### src/dus_pkg.sv
package dus_pkg;
    // Register byte offsets within one channel, channel B adds the stride
    localparam logic [7:0] OFS_DATA = 8'h00;
    localparam logic [7:0] OFS_MCTRL = 8'h04;
    localparam logic [7:0] OFS_FEAT = 8'h08;
    localparam logic [7:0] OFS_IEN = 8'h0c;
    localparam logic [7:0] OFS_MSTAT = 8'h10;
    localparam logic [7:0] OFS_LSTAT = 8'h14;
    localparam logic [7:0] OFS_ISTAT = 8'h18;
    localparam logic [7:0] OFS_IMASK = 8'h1c;
    localparam logic [7:0] CH_STRIDE = 8'h20;
    localparam logic [7:0] MAP_END = 8'h40;
    localparam int CH_BIT = 5;
    // Modem control fields
    localparam int MC_DTR = 0;
    localparam int MC_RTS = 1;
    localparam int MC_IRQ_OE = 3;
    localparam int MC_IR = 6;
    // Feature and interrupt-enable fields
    localparam int FE_AUTO_RTS = 6;
    localparam int FE_AUTO_CTS = 7;
    localparam int IE_RTS = 6;
    localparam int IE_CTS = 7;
    // Modem status fields, active high copies of the pins
    localparam int MS_CTS = 4;
    localparam int MS_DSR = 5;
    localparam int MS_RI = 6;
    localparam int MS_CD = 7;
    // Line status fields
    localparam int LS_RX_VALID = 0;
    localparam int LS_OVERRUN = 1;
    localparam int LS_THR_EMPTY = 5;
    localparam int LS_TX_IDLE = 6;
    // Interrupt status and mask fields
    localparam int IS_RX = 0;
    localparam int IS_TX = 1;
    localparam int IS_OVERRUN = 2;
    localparam int IS_MODEM = 3;
    // Reset values
    localparam logic [7:0] MCTRL_RST = 8'h00;
    localparam logic [7:0] FEAT_RST = 8'h00;
    localparam logic [7:0] IEN_RST = 8'h00;
    localparam logic [7:0] IMASK_RST = 8'h00;
    // Timing
    localparam longint CLK_HZ = 10000000;
    localparam longint BAUD = 115200;
    localparam int BIT_CYCLES = int'(CLK_HZ / BAUD);
    localparam int IR_PULSE_NUM = 3;
    localparam int IR_PULSE_DEN = 16;
    localparam int RESET_MIN_NS = 40;
    localparam int RESET_CYCLES = int'((RESET_MIN_NS * CLK_HZ + 999999999) / 1000000000);
    localparam int CNT_W = 16;

    typedef enum logic [1:0] {TX_IDLE, TX_START, TX_DATA, TX_STOP} dus_tx_state_t;
    typedef enum logic [1:0] {RX_IDLE, RX_START, RX_DATA, RX_STOP} dus_rx_state_t;

    typedef struct packed {
        logic ri_n;
        logic cd_n;
        logic dsr_n;
        logic cts_n;
    } dus_modem_in_t;

    typedef struct packed {
        logic irq_lvl;
        logic irq_oe_n;
        logic aux2_n;
        logic rts_n;
        logic dtr_n;
        logic ser_out;
    } dus_pins_out_t;
endpackage

### src/dus_dual_serial.sv
// Decided for this implementation: the APB slave port and the placing of the registers.
`timescale 1ns/1ps
module dus_dual_serial #(
    parameter int BIT_CYCLES = dus_pkg::BIT_CYCLES
) (
    input wire logic mclk,
    input wire logic reset_n,
    input wire logic [7:0] paddr,
    input wire logic psel,
    input wire logic penable,
    input wire logic pwrite,
    input wire logic [31:0] pwdata,
    output logic [31:0] prdata,
    output logic pready,
    output logic pslverr,
    input wire logic serial_in_ch_a,
    output logic serial_out_ch_a,
    output logic request_to_send_n_ch_a,
    input wire logic clear_to_send_n_ch_a,
    output logic terminal_ready_n_ch_a,
    input wire logic set_ready_n_ch_a,
    input wire logic carrier_detect_n_ch_a,
    input wire logic ring_indicate_n_ch_a,
    output logic aux_out2_n_ch_a,
    output logic irq_out_ch_a,
    output logic irq_out_oe_n_ch_a,
    input wire logic serial_in_ch_b,
    output logic serial_out_ch_b,
    output logic request_to_send_n_ch_b,
    input wire logic clear_to_send_n_ch_b,
    output logic terminal_ready_n_ch_b,
    input wire logic set_ready_n_ch_b,
    input wire logic carrier_detect_n_ch_b,
    input wire logic ring_indicate_n_ch_b,
    output logic aux_out2_n_ch_b,
    output logic irq_out_ch_b,
    output logic irq_out_oe_n_ch_b,
    output logic rx_ready_n_ch_b
);
    localparam logic [15:0] BIT_LAST = 16'(BIT_CYCLES - 1);
    localparam logic [15:0] BIT_HALF = 16'(BIT_CYCLES / 2);
    localparam logic [15:0] IR_CYC =
        16'((BIT_CYCLES * dus_pkg::IR_PULSE_NUM) / dus_pkg::IR_PULSE_DEN);

    function automatic logic reg_hit(input logic [7:0] addr, input logic [7:0] ofs);
        reg_hit = addr[dus_pkg::CH_BIT-1:0] == ofs[dus_pkg::CH_BIT-1:0];
    endfunction

    function automatic logic [31:0] word(input logic [7:0] v);
        word = {24'h000000, v};
    endfunction

    logic addr_ok;
    logic access;
    logic [31:0] rd_val [2];
    logic ser_in [2];
    dus_pkg::dus_modem_in_t modem_in [2];
    dus_pkg::dus_pins_out_t pins [2];
    logic rx_valid_ch [2];

    assign addr_ok = (paddr < dus_pkg::MAP_END) && (paddr[1:0] == 2'h0);
    assign access = psel && penable;
    assign pready = 1'b1;
    assign pslverr = access && !addr_ok;

    assign ser_in[0] = serial_in_ch_a;
    assign ser_in[1] = serial_in_ch_b;
    assign modem_in[0] = '{ri_n: ring_indicate_n_ch_a, cd_n: carrier_detect_n_ch_a,
                           dsr_n: set_ready_n_ch_a, cts_n: clear_to_send_n_ch_a};
    assign modem_in[1] = '{ri_n: ring_indicate_n_ch_b, cd_n: carrier_detect_n_ch_b,
                           dsr_n: set_ready_n_ch_b, cts_n: clear_to_send_n_ch_b};

    assign serial_out_ch_a = pins[0].ser_out;
    assign terminal_ready_n_ch_a = pins[0].dtr_n;
    assign request_to_send_n_ch_a = pins[0].rts_n;
    assign aux_out2_n_ch_a = pins[0].aux2_n;
    assign irq_out_oe_n_ch_a = pins[0].irq_oe_n;
    assign irq_out_ch_a = pins[0].irq_lvl;
    assign serial_out_ch_b = pins[1].ser_out;
    assign terminal_ready_n_ch_b = pins[1].dtr_n;
    assign request_to_send_n_ch_b = pins[1].rts_n;
    assign aux_out2_n_ch_b = pins[1].aux2_n;
    assign irq_out_oe_n_ch_b = pins[1].irq_oe_n;
    assign irq_out_ch_b = pins[1].irq_lvl;

    // Read data captured in the setup cycle, zero wait states
    always_ff @(posedge mclk) begin
        if (!reset_n) begin
            prdata <= 32'h00000000;
        end else if (psel && !penable && !pwrite) begin
            prdata <= addr_ok ? rd_val[paddr[dus_pkg::CH_BIT]] : 32'h00000000;
        end
    end

    always_ff @(posedge mclk) begin
        if (!reset_n) begin
            rx_ready_n_ch_b <= 1'b1;
        end else begin
            rx_ready_n_ch_b <= !rx_valid_ch[1];
        end
    end

    for (genvar g = 0; g < 2; g++) begin : chan
        logic sel;
        logic wr;
        logic rd;
        logic [7:0] mctrl;
        logic [7:0] feat;
        logic [7:0] ien;
        logic [7:0] istat;
        logic [7:0] imask;
        logic [7:0] thr;
        logic thr_full;
        logic [7:0] rx_holding_reg;
        logic rx_valid;
        dus_pkg::dus_tx_state_t tx_st;
        logic [15:0] tx_cnt;
        logic [2:0] tx_bit;
        logic [7:0] tsr;
        logic tx_line;
        logic tx_take;
        logic cts_hold;
        dus_pkg::dus_rx_state_t rx_st;
        logic [15:0] rx_cnt;
        logic [2:0] rx_bit;
        logic [7:0] rsr;
        logic rx_done;
        logic [15:0] ir_stretch;
        logic rx_line;
        dus_pkg::dus_modem_in_t modem_q;
        logic [7:0] events;
        logic [7:0] mstat;
        logic [7:0] lstat;

        assign sel = addr_ok && (paddr[dus_pkg::CH_BIT] == 1'(g));
        assign wr = access && pwrite && sel;
        assign rd = access && !pwrite && sel;

        always_ff @(posedge mclk) begin
            if (!reset_n) begin
                mctrl <= dus_pkg::MCTRL_RST;
                feat <= dus_pkg::FEAT_RST;
                ien <= dus_pkg::IEN_RST;
                imask <= dus_pkg::IMASK_RST;
            end else if (wr) begin
                if (reg_hit(paddr, dus_pkg::OFS_MCTRL)) begin
                    mctrl <= pwdata[7:0];
                end
                if (reg_hit(paddr, dus_pkg::OFS_FEAT)) begin
                    feat <= pwdata[7:0];
                end
                if (reg_hit(paddr, dus_pkg::OFS_IEN)) begin
                    ien <= pwdata[7:0];
                end
                if (reg_hit(paddr, dus_pkg::OFS_IMASK)) begin
                    imask <= pwdata[7:0];
                end
            end
        end

        assign cts_hold = feat[dus_pkg::FE_AUTO_CTS] && ien[dus_pkg::IE_CTS]
                          && modem_in[g].cts_n;
        assign tx_take = (tx_st == dus_pkg::TX_IDLE) && thr_full && !cts_hold;

        // Transmit holding register, writes ignored while full
        always_ff @(posedge mclk) begin
            if (!reset_n) begin
                thr <= 8'h00;
                thr_full <= 1'b0;
            end else if (wr && reg_hit(paddr, dus_pkg::OFS_DATA) && !thr_full) begin
                thr <= pwdata[7:0];
                thr_full <= 1'b1;
            end else if (tx_take) begin
                thr_full <= 1'b0;
            end
        end

        always_ff @(posedge mclk) begin
            if (!reset_n) begin
                tx_st <= dus_pkg::TX_IDLE;
                tx_cnt <= 16'h0000;
                tx_bit <= 3'h0;
                tsr <= 8'h00;
                tx_line <= 1'b1;
            end else begin
                tx_cnt <= (tx_cnt == BIT_LAST) ? 16'h0000 : tx_cnt + 16'h0001;
                case (tx_st)
                    dus_pkg::TX_IDLE: begin
                        tx_line <= 1'b1;
                        tx_cnt <= 16'h0000;
                        if (tx_take) begin
                            tsr <= thr;
                            tx_line <= 1'b0;
                            tx_st <= dus_pkg::TX_START;
                        end
                    end
                    dus_pkg::TX_START: begin
                        if (tx_cnt == BIT_LAST) begin
                            tx_bit <= 3'h0;
                            tx_line <= tsr[0];
                            tx_st <= dus_pkg::TX_DATA;
                        end
                    end
                    dus_pkg::TX_DATA: begin
                        if (tx_cnt == BIT_LAST) begin
                            if (tx_bit == 3'h7) begin
                                tx_line <= 1'b1;
                                tx_st <= dus_pkg::TX_STOP;
                            end else begin
                                tx_bit <= tx_bit + 3'h1;
                                tx_line <= tsr[tx_bit + 3'h1];
                            end
                        end
                    end
                    dus_pkg::TX_STOP: begin
                        if (tx_cnt == BIT_LAST) begin
                            tx_st <= dus_pkg::TX_IDLE;
                        end
                    end
                    default: begin
                        tx_st <= dus_pkg::TX_IDLE;
                    end
                endcase
            end
        end

        // infrared pulses stretched back to one bit time
        always_ff @(posedge mclk) begin
            if (!reset_n) begin
                ir_stretch <= 16'h0000;
            end else if (ser_in[g]) begin
                ir_stretch <= BIT_LAST;
            end else if (ir_stretch != 16'h0000) begin
                ir_stretch <= ir_stretch - 16'h0001;
            end
        end

        assign rx_line = mctrl[dus_pkg::MC_IR] ? (ir_stretch == 16'h0000 && !ser_in[g])
                                               : ser_in[g];

        always_ff @(posedge mclk) begin
            if (!reset_n) begin
                rx_st <= dus_pkg::RX_IDLE;
                rx_cnt <= 16'h0000;
                rx_bit <= 3'h0;
                rsr <= 8'h00;
                rx_done <= 1'b0;
            end else begin
                rx_done <= 1'b0;
                rx_cnt <= (rx_cnt == BIT_LAST) ? 16'h0000 : rx_cnt + 16'h0001;
                case (rx_st)
                    dus_pkg::RX_IDLE: begin
                        rx_cnt <= 16'h0000;
                        if (!rx_line) begin
                            rx_st <= dus_pkg::RX_START;
                        end
                    end
                    dus_pkg::RX_START: begin
                        if (rx_cnt == BIT_HALF) begin
                            rx_cnt <= 16'h0000;
                            rx_bit <= 3'h0;
                            rx_st <= rx_line ? dus_pkg::RX_IDLE : dus_pkg::RX_DATA;
                        end
                    end
                    dus_pkg::RX_DATA: begin
                        if (rx_cnt == BIT_LAST) begin
                            rsr[rx_bit] <= rx_line;
                            rx_bit <= rx_bit + 3'h1;
                            if (rx_bit == 3'h7) begin
                                rx_st <= dus_pkg::RX_STOP;
                            end
                        end
                    end
                    dus_pkg::RX_STOP: begin
                        if (rx_cnt == BIT_LAST) begin
                            rx_done <= rx_line;
                            rx_st <= dus_pkg::RX_IDLE;
                        end
                    end
                    default: begin
                        rx_st <= dus_pkg::RX_IDLE;
                    end
                endcase
            end
        end

        // Receive holding register, new data wins over the read
        always_ff @(posedge mclk) begin
            if (!reset_n) begin
                rx_holding_reg <= 8'h00;
                rx_valid <= 1'b0;
            end else if (rx_done) begin
                rx_holding_reg <= rsr;
                rx_valid <= 1'b1;
            end else if (rd && reg_hit(paddr, dus_pkg::OFS_DATA)) begin
                rx_valid <= 1'b0;
            end
        end
        assign rx_valid_ch[g] = rx_valid;

        always_ff @(posedge mclk) begin
            if (!reset_n) begin
                modem_q <= '1;
            end else begin
                modem_q <= modem_in[g];
            end
        end

        always_comb begin
            events = 8'h00;
            events[dus_pkg::IS_RX] = rx_done;
            events[dus_pkg::IS_TX] = tx_take;
            events[dus_pkg::IS_OVERRUN] = rx_done && rx_valid;
            events[dus_pkg::IS_MODEM] = modem_q != modem_in[g];
        end

        // Sticky status, write one to clear, set wins
        always_ff @(posedge mclk) begin
            if (!reset_n) begin
                istat <= 8'h00;
            end else if (wr && reg_hit(paddr, dus_pkg::OFS_ISTAT)) begin
                istat <= (istat & ~pwdata[7:0]) | events;
            end else begin
                istat <= istat | events;
            end
        end

        always_comb begin
            mstat = 8'h00;
            mstat[dus_pkg::MS_CTS] = !modem_in[g].cts_n;
            mstat[dus_pkg::MS_DSR] = !modem_in[g].dsr_n;
            mstat[dus_pkg::MS_RI] = !modem_in[g].ri_n;
            mstat[dus_pkg::MS_CD] = !modem_in[g].cd_n;
            lstat = 8'h00;
            lstat[dus_pkg::LS_RX_VALID] = rx_valid;
            lstat[dus_pkg::LS_OVERRUN] = istat[dus_pkg::IS_OVERRUN];
            lstat[dus_pkg::LS_THR_EMPTY] = !thr_full;
            lstat[dus_pkg::LS_TX_IDLE] = !thr_full && (tx_st == dus_pkg::TX_IDLE);
        end

        always_comb begin
            rd_val[g] = 32'h00000000;
            case (paddr[dus_pkg::CH_BIT-1:0])
                dus_pkg::OFS_DATA[4:0]: rd_val[g] = word(rx_holding_reg);
                dus_pkg::OFS_MCTRL[4:0]: rd_val[g] = word(mctrl);
                dus_pkg::OFS_FEAT[4:0]: rd_val[g] = word(feat);
                dus_pkg::OFS_IEN[4:0]: rd_val[g] = word(ien);
                dus_pkg::OFS_MSTAT[4:0]: rd_val[g] = word(mstat);
                dus_pkg::OFS_LSTAT[4:0]: rd_val[g] = word(lstat);
                dus_pkg::OFS_ISTAT[4:0]: rd_val[g] = word(istat);
                dus_pkg::OFS_IMASK[4:0]: rd_val[g] = word(imask);
                default: rd_val[g] = 32'h00000000;
            endcase
        end

        // Pin drivers; set-ready, carrier and ring only reach mstat and the modem bit of istat
        always_ff @(posedge mclk) begin
            if (!reset_n) begin
                pins[g] <= '{irq_lvl: 1'b0, irq_oe_n: 1'b1, aux2_n: 1'b1,
                             rts_n: 1'b1, dtr_n: 1'b1, ser_out: 1'b1};
            end else begin
                // infrared pulse on zero bits, low otherwise
                pins[g].ser_out <= mctrl[dus_pkg::MC_IR] ? (!tx_line && tx_cnt < IR_CYC)
                                                         : tx_line;
                pins[g].dtr_n <= !mctrl[dus_pkg::MC_DTR];
                // automatic release only while request bit is set
                pins[g].rts_n <= !(mctrl[dus_pkg::MC_RTS] && !(feat[dus_pkg::FE_AUTO_RTS]
                                   && ien[dus_pkg::IE_RTS] && rx_valid));
                pins[g].irq_oe_n <= !mctrl[dus_pkg::MC_IRQ_OE];
                pins[g].aux2_n <= !mctrl[dus_pkg::MC_IRQ_OE];
                // output-port-2 has no separate software control
                pins[g].irq_lvl <= |(istat & imask);
            end
        end
    end
endmodule

### config.mk
export PLATFORM = sky130hd
export DESIGN_NAME = dus_dual_serial
export DESIGN_NICKNAME = d
export VERILOG_FILES = /design/src/dus_pkg.sv /design/src/dus_dual_serial.sv
export SDC_FILE = /design/constraint.sdc
export NUM_CORES = 1
export LEC_CHECK = 0
export BUFFER_PORTS_ARGS = -buffer_cell sky130_fd_sc_hd__buf_4
export CORE_MARGIN = 2
export CORE_UTILIZATION = 40
export DETAILED_ROUTE_END_ITERATION = 6
export HOLD_SLACK_MARGIN = 0.06
export PLACE_DENSITY = 0.63
export SLEW_MARGIN = 15
export SYNTH_ARGS = -nofsm -noshare
export SYNTH_HDL_FRONTEND = slang
export SYNTH_SLANG_ARGS = --single-unit
### constraint.sdc
create_clock -name mclk -period 3.5 [get_ports mclk]
set_clock_uncertainty 0.1 [all_clocks]
set_input_delay 1.05 -clock mclk [delete_from_list [all_inputs] [get_ports mclk]]
set_output_delay 1.05 -clock mclk [all_outputs]
set_load 0.01 [all_outputs]
==> results of run 1 <==
## power breakdown
group | internal, mW | switching (mW) | total (mW)
sequential | 3.40 | 0.0342 | 3.43
clock | 2.10 | 1.40 | 3.50
combinational | 0.161 | 0.299 | 0.460
## path summary, 6_finish.rpt
kind	depth (start not counted)	from	to	slack [ns]
worst max-delay path	4	paddr[1]	pslverr	0.22
worst min-delay path	1	chan[1].mctrl[0]	pins[1][1]	0.33
worst max register to register	5	chan[1].ir_stretch[10]	chan[1].rx_st[0]	0.77
worst min register to register	1	chan[1].mctrl[0]	pins[1][1]	0.33
## metal layers
metal,share of wire,up-vias,track usage
met5,0,-,0
met4,0.029,0,0.0672
met1,0.46,5398,0.267
li1,-,5584,-
met3,0.070,77,0.0330
met2,0.44,388,0.303
## through the flow
stage,setup WS (ns),utilization,hold WS (ns),std cells,instance area [um2]
after floorplan,0.545,-,0.267,1603,13700
after global placement,0.221,0.429,0.313,2025,14400
after detailed placement,0.216,0.429,0.310,2025,14400
after CTS,0.217,0.462,0.325,2086,15500
after global routing,0.195,0.462,0.353,2086,15500
final,0.217,0.462,0.329,2086,15500
## synthesized netlist by cell type (10+ instances only)
master,n
nand3b_1,12
nand4_1,27
ha_1,29
a31oi_1,13
clkbuf_1,63
a22oi_1,17
dfxtp_1,295
buf_4,27
nor4_1,21
mux2i_1,61
buf_2,12
a21oi_1,123
nor3_1,34
o21ai_0,43
nand3_1,89
nor2_1,182
xnor2_1,40
and3_1,25
nand2_1,172
nand2b_1,17
nor2b_1,13
inv_1,33
and2_1,10
xor2_1,48
## critical path, cell delays in order
cell	delay (ns)
buf_4	0.16
or4_4	0.58
and3_1	0.20
buf_4	0.14
## cells by family after synthesis
group,Yosys count,synth area share
simple gates,663,0.240
mux,75,0.0607
other cells,2,0.000553
compound gates,283,0.132
flops,295,0.435
buf+inv,145,0.0492
xor+xnor,88,0.0567
fa+ha+maj,29,0.0267
## area by class of cell
class	count	area share
flip-flops and latches	295	0.382
well taps	448	0.0362
multi-input cells	1163	0.460
clock inverters	10	0.00768
clock buffers	51	0.0637
repair buffers	84	0.0424
inverters	35	0.00865
==> metrics.yaml, run 1 <==
floorplan:
  start_util: 0.406
  rows: 67
  coreArea_um2: 33400
  die_h_um: 188
  die-area_um2: 35500
  ios: 102
  die_x_um: 188
layout:
  final_nets: 1697
  diodes: 0
  most-common-layout-cells: "295 x dfxtp_1, 182 x nor2_1, 172 x nand2_1"
  seq_area_um2: 5910
  multi_input_area_um2: 7110
  fillerInstances: 3243
  reg_top3: "chan.ir_stretch: 32 flops, chan.rx_cnt: 32 flops, chan.tx_cnt: 32 flops"
  area_growth_pct: 13.9
  drive_gt1_frac: 0.105
  final_common_cell: "dfxtp_1"
route:
  drc: 0
  routed_wl_um: 34700
  wl_per_cell_um: 16.6
  drt_iter0_drc: 944
  num_vias: 11400
  ant_nets: 0
  dr.pass1.iters: 5
  vias_per_cell: 5.49
synth:
  syn_inst: 1580
  synth_area_leader_cell: "dfxtp_1"
  yosys-top-cells-area: "dfxtp_1 43%, nor2_1 5.0%, nand2_1 4.8%"
  syn_area_um2: 13600
  yosys_most_used_dff: "dfxtp_1"
  ys_warn_count: 0
  ys_types: 81
  synth_top_cell_area_share: 0.435
  syn_area_per_cell_um2: 8.60
  synth_edf_count: 0
  seq_area_frac_synth: 0.435
  ys_seq_elements: 295
  async_reset_ff_frac: 0
cts:
  numClockSinks: 295
  h-tree-depth: 2
  cts_hold_buf: 0
  clk_path_buf_depth: 3
  cts_tree: "built"
  cts_made_buffers: 34
  clkTransAtPathRegs_ns: 0.06
  clk_latency_ns: 0.52
  post_cts_resize_count: 0
  post_cts_buffers: 0
  cts_root_buf: "clkbuf_16"
grt:
  antenna_found_initial: 0
  grt_pass1_wl_um: 56200
  gr-total-overflow: 0
  grt_use_total: 0.193
  grt_max_degree: 79
  grt_pass1_vias: 10800
sta:
  rsz0062_at_grt: "false"
  max_slew_margin: 0.405
  setup_tns_ns: 0
  tightestPinTransition_ns: 0.885
  setup_viol: 0
  drv_slew: 0
  fin_crit_sh: 0.938
  fmax_mhz: 305
  layout_min_cycle_time_ns: 3.28
  finalHoldViolations: 0
power:
  p_leak_nw: 5.56
  vdd_drop_max_uv: 379
  fin_total_pwr_mw: 7.39
  pwr_density_cell_nw_per_um2: 478
placed_design:
  io_buffers: 52
  gp_congestion: 0.938
  dp_hpwl_um: 23900
worst_hold_path:
  hold_path.class: "reg -> reg"
setup_path:
  crit_type: "in -> out"
  worstSetupEndpointType: "output port"
  worst-endpoint-required_ns: 2.35
  cp.arrival_ns: 2.13
  crit_path_start_kind: "input port"
  cp_max_fo: 13
job:
  maxCapViolCount: 0
outcome:
  status: "finished, final reports clean"
(Power assumes the default switching activity.)
==> inputs of run 2 (changes only) <==
--- a/config.mk
+++ b/config.mk
@@ -5,6 +5,7 @@
 export SDC_FILE = /design/constraint.sdc
 export NUM_CORES = 1
 export LEC_CHECK = 0
+export ABC_AREA = 1
 export BUFFER_PORTS_ARGS = -buffer_cell sky130_fd_sc_hd__buf_4
 export CORE_MARGIN = 2
 export CORE_UTILIZATION = 40
==> metrics.yaml, run 2 <==
route:
  drc: 0
  dr.pass1.iters: 6
  vias_per_cell: 4.99
  wl_per_cell_um: 14.0
  drt_iter0_drc: 911
  routed_wl_um: 34300
  ant_nets: 0
  num_vias: 12200
setup_path:
  rr_worst_depth: 9
  worst-endpoint-required_ns: 2.35
  rrSetupSlack_ns: 1.42
  crit_start: "paddr[1]"
  timing.rr.start: "chan[0].ir_stretch[0]"
  worstSetupEndpointType: "output port"
  cp.arrival_ns: 1.83
  cp_max_fo: 8
  worstSetupEndpoint: "pslverr"
  crit_type: "in -> out"
  crit_path_start_kind: "input port"
layout:
  most-common-layout-cells: "321 x nand2_1, 321 x nor2_1, 295 x dfxtp_1"
  diodes: 0
  reg_top3: "chan.ir_stretch: 32 flops, chan.rx_cnt: 32 flops, chan.tx_cnt: 32 flops"
  area_growth_pct: 13.7
  final_nets: 2063
  instances_no_fill: 2449
  drive_gt1_frac: 0.0800
  fillerInstances: 3361
synth:
  syn_area_per_cell_um2: 7.07
  synth_top_cell_area_share: 0.432
  synthSimpleGateAreaFrac: 0.274
  syn_area_um2: 13700
  synthXorXnorAreaFrac: 0.0269
  synth_top_family_by_area: "simple AND/OR/NAND/NOR gates"
  ys_warn_count: 0
  synthTopCellsByCount: "321 x nand2_1, 321 x nor2_1, 295 x dfxtp_1"
  ys_seq_elements: 295
  muxShareOfSynthArea: 0
  synth_compound_area_frac: 0.147
  synth_area_leader_cell: "dfxtp_1"
  yosys-top-cells-area: "dfxtp_1 43%, nand2_1 8.8%, nor2_1 8.8%"
  yosys_most_used_dff: "dfxtp_1"
  seq_area_frac_synth: 0.432
  synth_edf_count: 0
  ys_types: 47
  yosys.area_share.adder: 0.0265
  async_reset_ff_frac: 0
  syn_inst: 1935
cts:
  clkTransAtPathRegs_ns: 0.06
  clk_path_buf_depth: 3
  cts_root_buf: "clkbuf_16"
  post_cts_resize_count: 0
  cts_hold_buf: 0
  h-tree-depth: 2
  post_cts_buffers: 0
  numClockSinks: 295
  cts_tree: "built"
  clk_latency_ns: 0.50
  cts_made_buffers: 34
sta:
  drv_slew: 0
  finalHoldViolations: 0
  rsz0062_at_grt: "false"
  holdWs_ns: 0.282
  layout_min_cycle_time_ns: 2.98
  setup_viol: 0
  setup_tns_ns: 0
  tightestPinTransition_ns: 0.662
  fin_crit_sh: 0.850
  fmax_mhz: 336
  max_slew_margin: 0.557
grt:
  grt_use_total: 0.191
  grt_pass1_wl_um: 56100
  grt_max_degree: 64
  antenna_found_initial: 0
  gr-total-overflow: 0
  grt_pass1_vias: 11200
job:
  maxCapViolCount: 0
placed_design:
  io_buffers: 52
  dp_cells: 2391
  gp_congestion: 0.919
  dp_hpwl_um: 24600
power:
  vdd_drop_max_uv: 261
  pwr_density_cell_nw_per_um2: 508
  p_leak_nw: 6.25
floorplan:
  die-area_um2: 35700
  start_util: 0.407
  coreArea_um2: 33600
  die_x_um: 189
  die_h_um: 189
  rows: 67
  ios: 102
outcome:
  status: "finished, final reports clean"
worst_hold_path:
  hold_path.class: "reg -> reg"
## run 2: layout make-up
| cell class | count | area (um2) | share of cell area |
|---|---|---|---|
| flip-flops and latches | 295 | 5910 | 0.380 |
| repair buffers | 63 | 473 | 0.0304 |
| multi-input cells | 1359 | 6580 | 0.423 |
| clock inverters | 13 | 199 | 0.0128 |
| inverters | 226 | 848 | 0.0545 |
| well taps | 448 | 561 | 0.0360 |
| clock buffers | 45 | 983 | 0.0632 |
## run 2: worst min-delay path by stage
stage	startpoint	to	slack [ns]	cells after the start
global route	chan[1].mctrl[3]	pins[1][3]	0.31	1
finish	chan[1].mctrl[0]	pins[1][1]	0.28	1
floorplan	chan[0].mctrl[3]	pins[0][4]	0.26	1
global placement	chan[1].mctrl[0]	pins[1][1]	0.27	1
CTS	chan[1].mctrl[0]	pins[1][1]	0.29	1
detailed placement	chan[1].mctrl[0]	pins[1][1]	0.27	1
## run 2: routing by layer
layer  share of wire  vias up  wire length, um  track usage
li1                -     6320                -            -
met1            0.46     5533            15800        0.257
met2            0.44      302            15100        0.303
met3           0.069       62             2350       0.0400
met4           0.029        0              983       0.0676
met5               0        -                0            0
## run 2: critical path, stage by stage
cell     delay [ns]
buf_4          0.12
nor2_4         0.27
nand2_2        0.10
inv_2          0.10
nor2_1         0.05
buf_4          0.13
## run 2: logic make-up (layout without fill, tap and decap cells)
logic type | Yosys count | after routing
flops | 295 | 295
xor+xnor | 42 | 42
buf+inv | 304 | 347
compound gates | 382 | 382
fa+ha+maj | 29 | 29
simple gates | 881 | 881
other cells | 2 | 25
## run 2: power by group
part           total (mW)  internal (mW)  switching [mW]
Sequential           3.49           3.43          0.0614
Combinational       0.676          0.221           0.455
Clock                3.73           2.34            1.39
## run 2: metrics by stage
stage                      util  setup WS (ns)  instance area, um2  power [mW]
final                     0.463          0.524               15600        7.89
after global routing      0.463          0.485               15600        8.24
after CTS                 0.463          0.508               15600        7.99
after detailed placement  0.427          0.500               14400        4.23
after global placement    0.427          0.494               14400        4.22
after floorplan               -          0.921               13800        4.06
==> inputs of run 3 (changes only) <==
--- a/config.mk
+++ b/config.mk
@@ -7,6 +7,7 @@
 export LEC_CHECK = 0
 export ABC_AREA = 1
 export BUFFER_PORTS_ARGS = -buffer_cell sky130_fd_sc_hd__buf_4
+export CORE_ASPECT_RATIO = 0.8
 export CORE_MARGIN = 2
 export CORE_UTILIZATION = 40
 export DETAILED_ROUTE_END_ITERATION = 6
==> metrics.yaml, run 3 (same netlist as run 2, synthesis figures left out) <==
power:
  vdd_drop_max_uv: 235
  swShare: 0.240
  power_frac_comb: 0.086
  switchingPower_mw: 1.89
  power_frac_clock: 0.470
  intPower_mw: 5.98
  p_leak_nw: 6.24
  pwr_density_cell_nw_per_um2: 507
  seq_power_share: 0.444
setup_path:
  worst-endpoint-required_ns: 2.35
  crit_path_start_kind: "input port"
  rr_worst_depth: 9
  cp.arrival_ns: 1.96
  timing.rr.start: "chan[0].ir_stretch[0]"
  crit_start: "paddr[1]"
  rrSetupSlack_ns: 1.41
  worstSetupEndpoint: "pslverr"
  crit_type: "in -> out"
  worstSetupEndpointType: "output port"
  cp_max_fo: 12
route:
  routed_wl_um: 35600
  drt_iter0_drc: 1196
  wl_per_cell_um: 14.6
  vias_per_cell: 5.06
  drc: 0
  dr.pass1.iters: 6
  ant_nets: 0
  num_vias: 12300
floorplan:
  coreArea_um2: 33600
  die_x_um: 211
  die-area_um2: 35700
  start_util: 0.407
  die_h_um: 169
  rows: 60
  ios: 102
layout:
  reg_top3: "chan.ir_stretch: 32 flops, chan.rx_cnt: 32 flops, chan.tx_cnt: 32 flops"
  drive_gt1_frac: 0.0791
  area_growth_pct: 13.4
  most-common-layout-cells: "321 x nand2_1, 321 x nor2_1, 295 x dfxtp_1"
  final_area_um2: 15500
  final_nets: 2059
cts:
  cts_hold_buf: 0
  clkTransAtPathRegs_ns: 0.06
  post_cts_resize_count: 0
  h-tree-depth: 1
  cts_tree: "built"
  clk_latency_ns: 0.57
  post_cts_buffers: 0
  cts_made_buffers: 30
  numClockSinks: 295
  cts_root_buf: "clkbuf_16"
  clk_path_buf_depth: 3
sta:
  drv_slew: 0
  tightestPinTransition_ns: 0.899
  max_slew_margin: 0.401
  layout_min_cycle_time_ns: 3.11
  setup_tns_ns: 0
  fin_crit_sh: 0.889
  setup_viol: 0
  rsz0062_at_grt: "false"
  fmax_mhz: 321
  finalHoldViolations: 0
grt:
  gr-total-overflow: 0
  grt_max_degree: 100
  grt_pass1_vias: 11200
  grt_pass1_wl_um: 57700
  grt_use_total: 0.198
  antenna_found_initial: 0
placed_design:
  io_buffers: 52
  gp_congestion: 0.928
  dp_hpwl_um: 25300
  placed_area_um2: 14400
job:
  maxCapViolCount: 0
worst_hold_path:
  hold_path.class: "reg -> reg"
outcome:
  status: "finished, final reports clean"
run 3: metrics by stage:
| step | power, mW | hold WS, ns | setup slack [ns] | instances | util |
|---|---|---|---|---|---|
| global route | 8.18 | 0.316 | 0.400 | 2432 | 0.461 |
| global placement | 4.22 | 0.284 | 0.423 | 2377 | 0.427 |
| CTS | 7.93 | 0.308 | 0.423 | 2432 | 0.461 |
| floorplan | 4.06 | 0.258 | 0.921 | 1958 | - |
| detailed placement | 4.23 | 0.278 | 0.427 | 2377 | 0.427 |
| finish | 7.87 | 0.303 | 0.388 | 2433 | 0.461 |
run 3: worst min-delay path by stage:
stage	to	cells after the start	startpoint
after global routing	pins[0][4]	1	chan[0].mctrl[3]
after global placement	pins[0][4]	1	chan[0].mctrl[3]
after floorplan	pins[0][4]	1	chan[0].mctrl[3]
after detailed placement	pins[0][4]	1	chan[0].mctrl[3]
final	pins[0][4]	1	chan[0].mctrl[3]
after CTS	pins[0][4]	1	chan[0].mctrl[3]
run 3: critical path, cell delays in order:
cell	delay, ns
buf_4	0.12
nor2_4	0.31
nand2_2	0.13
inv_2	0.15
nor2_1	0.06
buf_4	0.14
run 3: layout make-up:
class                   count  area, um2
fillers                  3364      18100
multi-input cells        1359       6580
flip-flops and latches    295       5910
clock buffers              43        921
inverters                 226        848
well taps                 434        543
repair buffers             63        473
clock inverters            12        240
diodes                      1       2.50
run 3: routing by layer:
layer / GRT usage / up-vias / wire length [um]
met5: 0 / - / 0
met4: 0.0478 / 0 / 601
met3: 0.0381 / 46 / 2710
met2: 0.291 / 365 / 14500
met1: 0.298 / 5598 / 17800
li1: - / 6306 / -
run 3: power groups by stage:
stage | sequential, mW | combinational (mW) | clock (mW)
3_3_place_gp | 3.56 | 0.659 | 0
5_1_grt | 3.50 | 0.766 | 3.92
2_1_floorplan | 3.55 | 0.512 | 0
6_report | 3.49 | 0.678 | 3.70
3_5_place_dp | 3.56 | 0.670 | 0
4_1_cts | 3.49 | 0.673 | 3.77
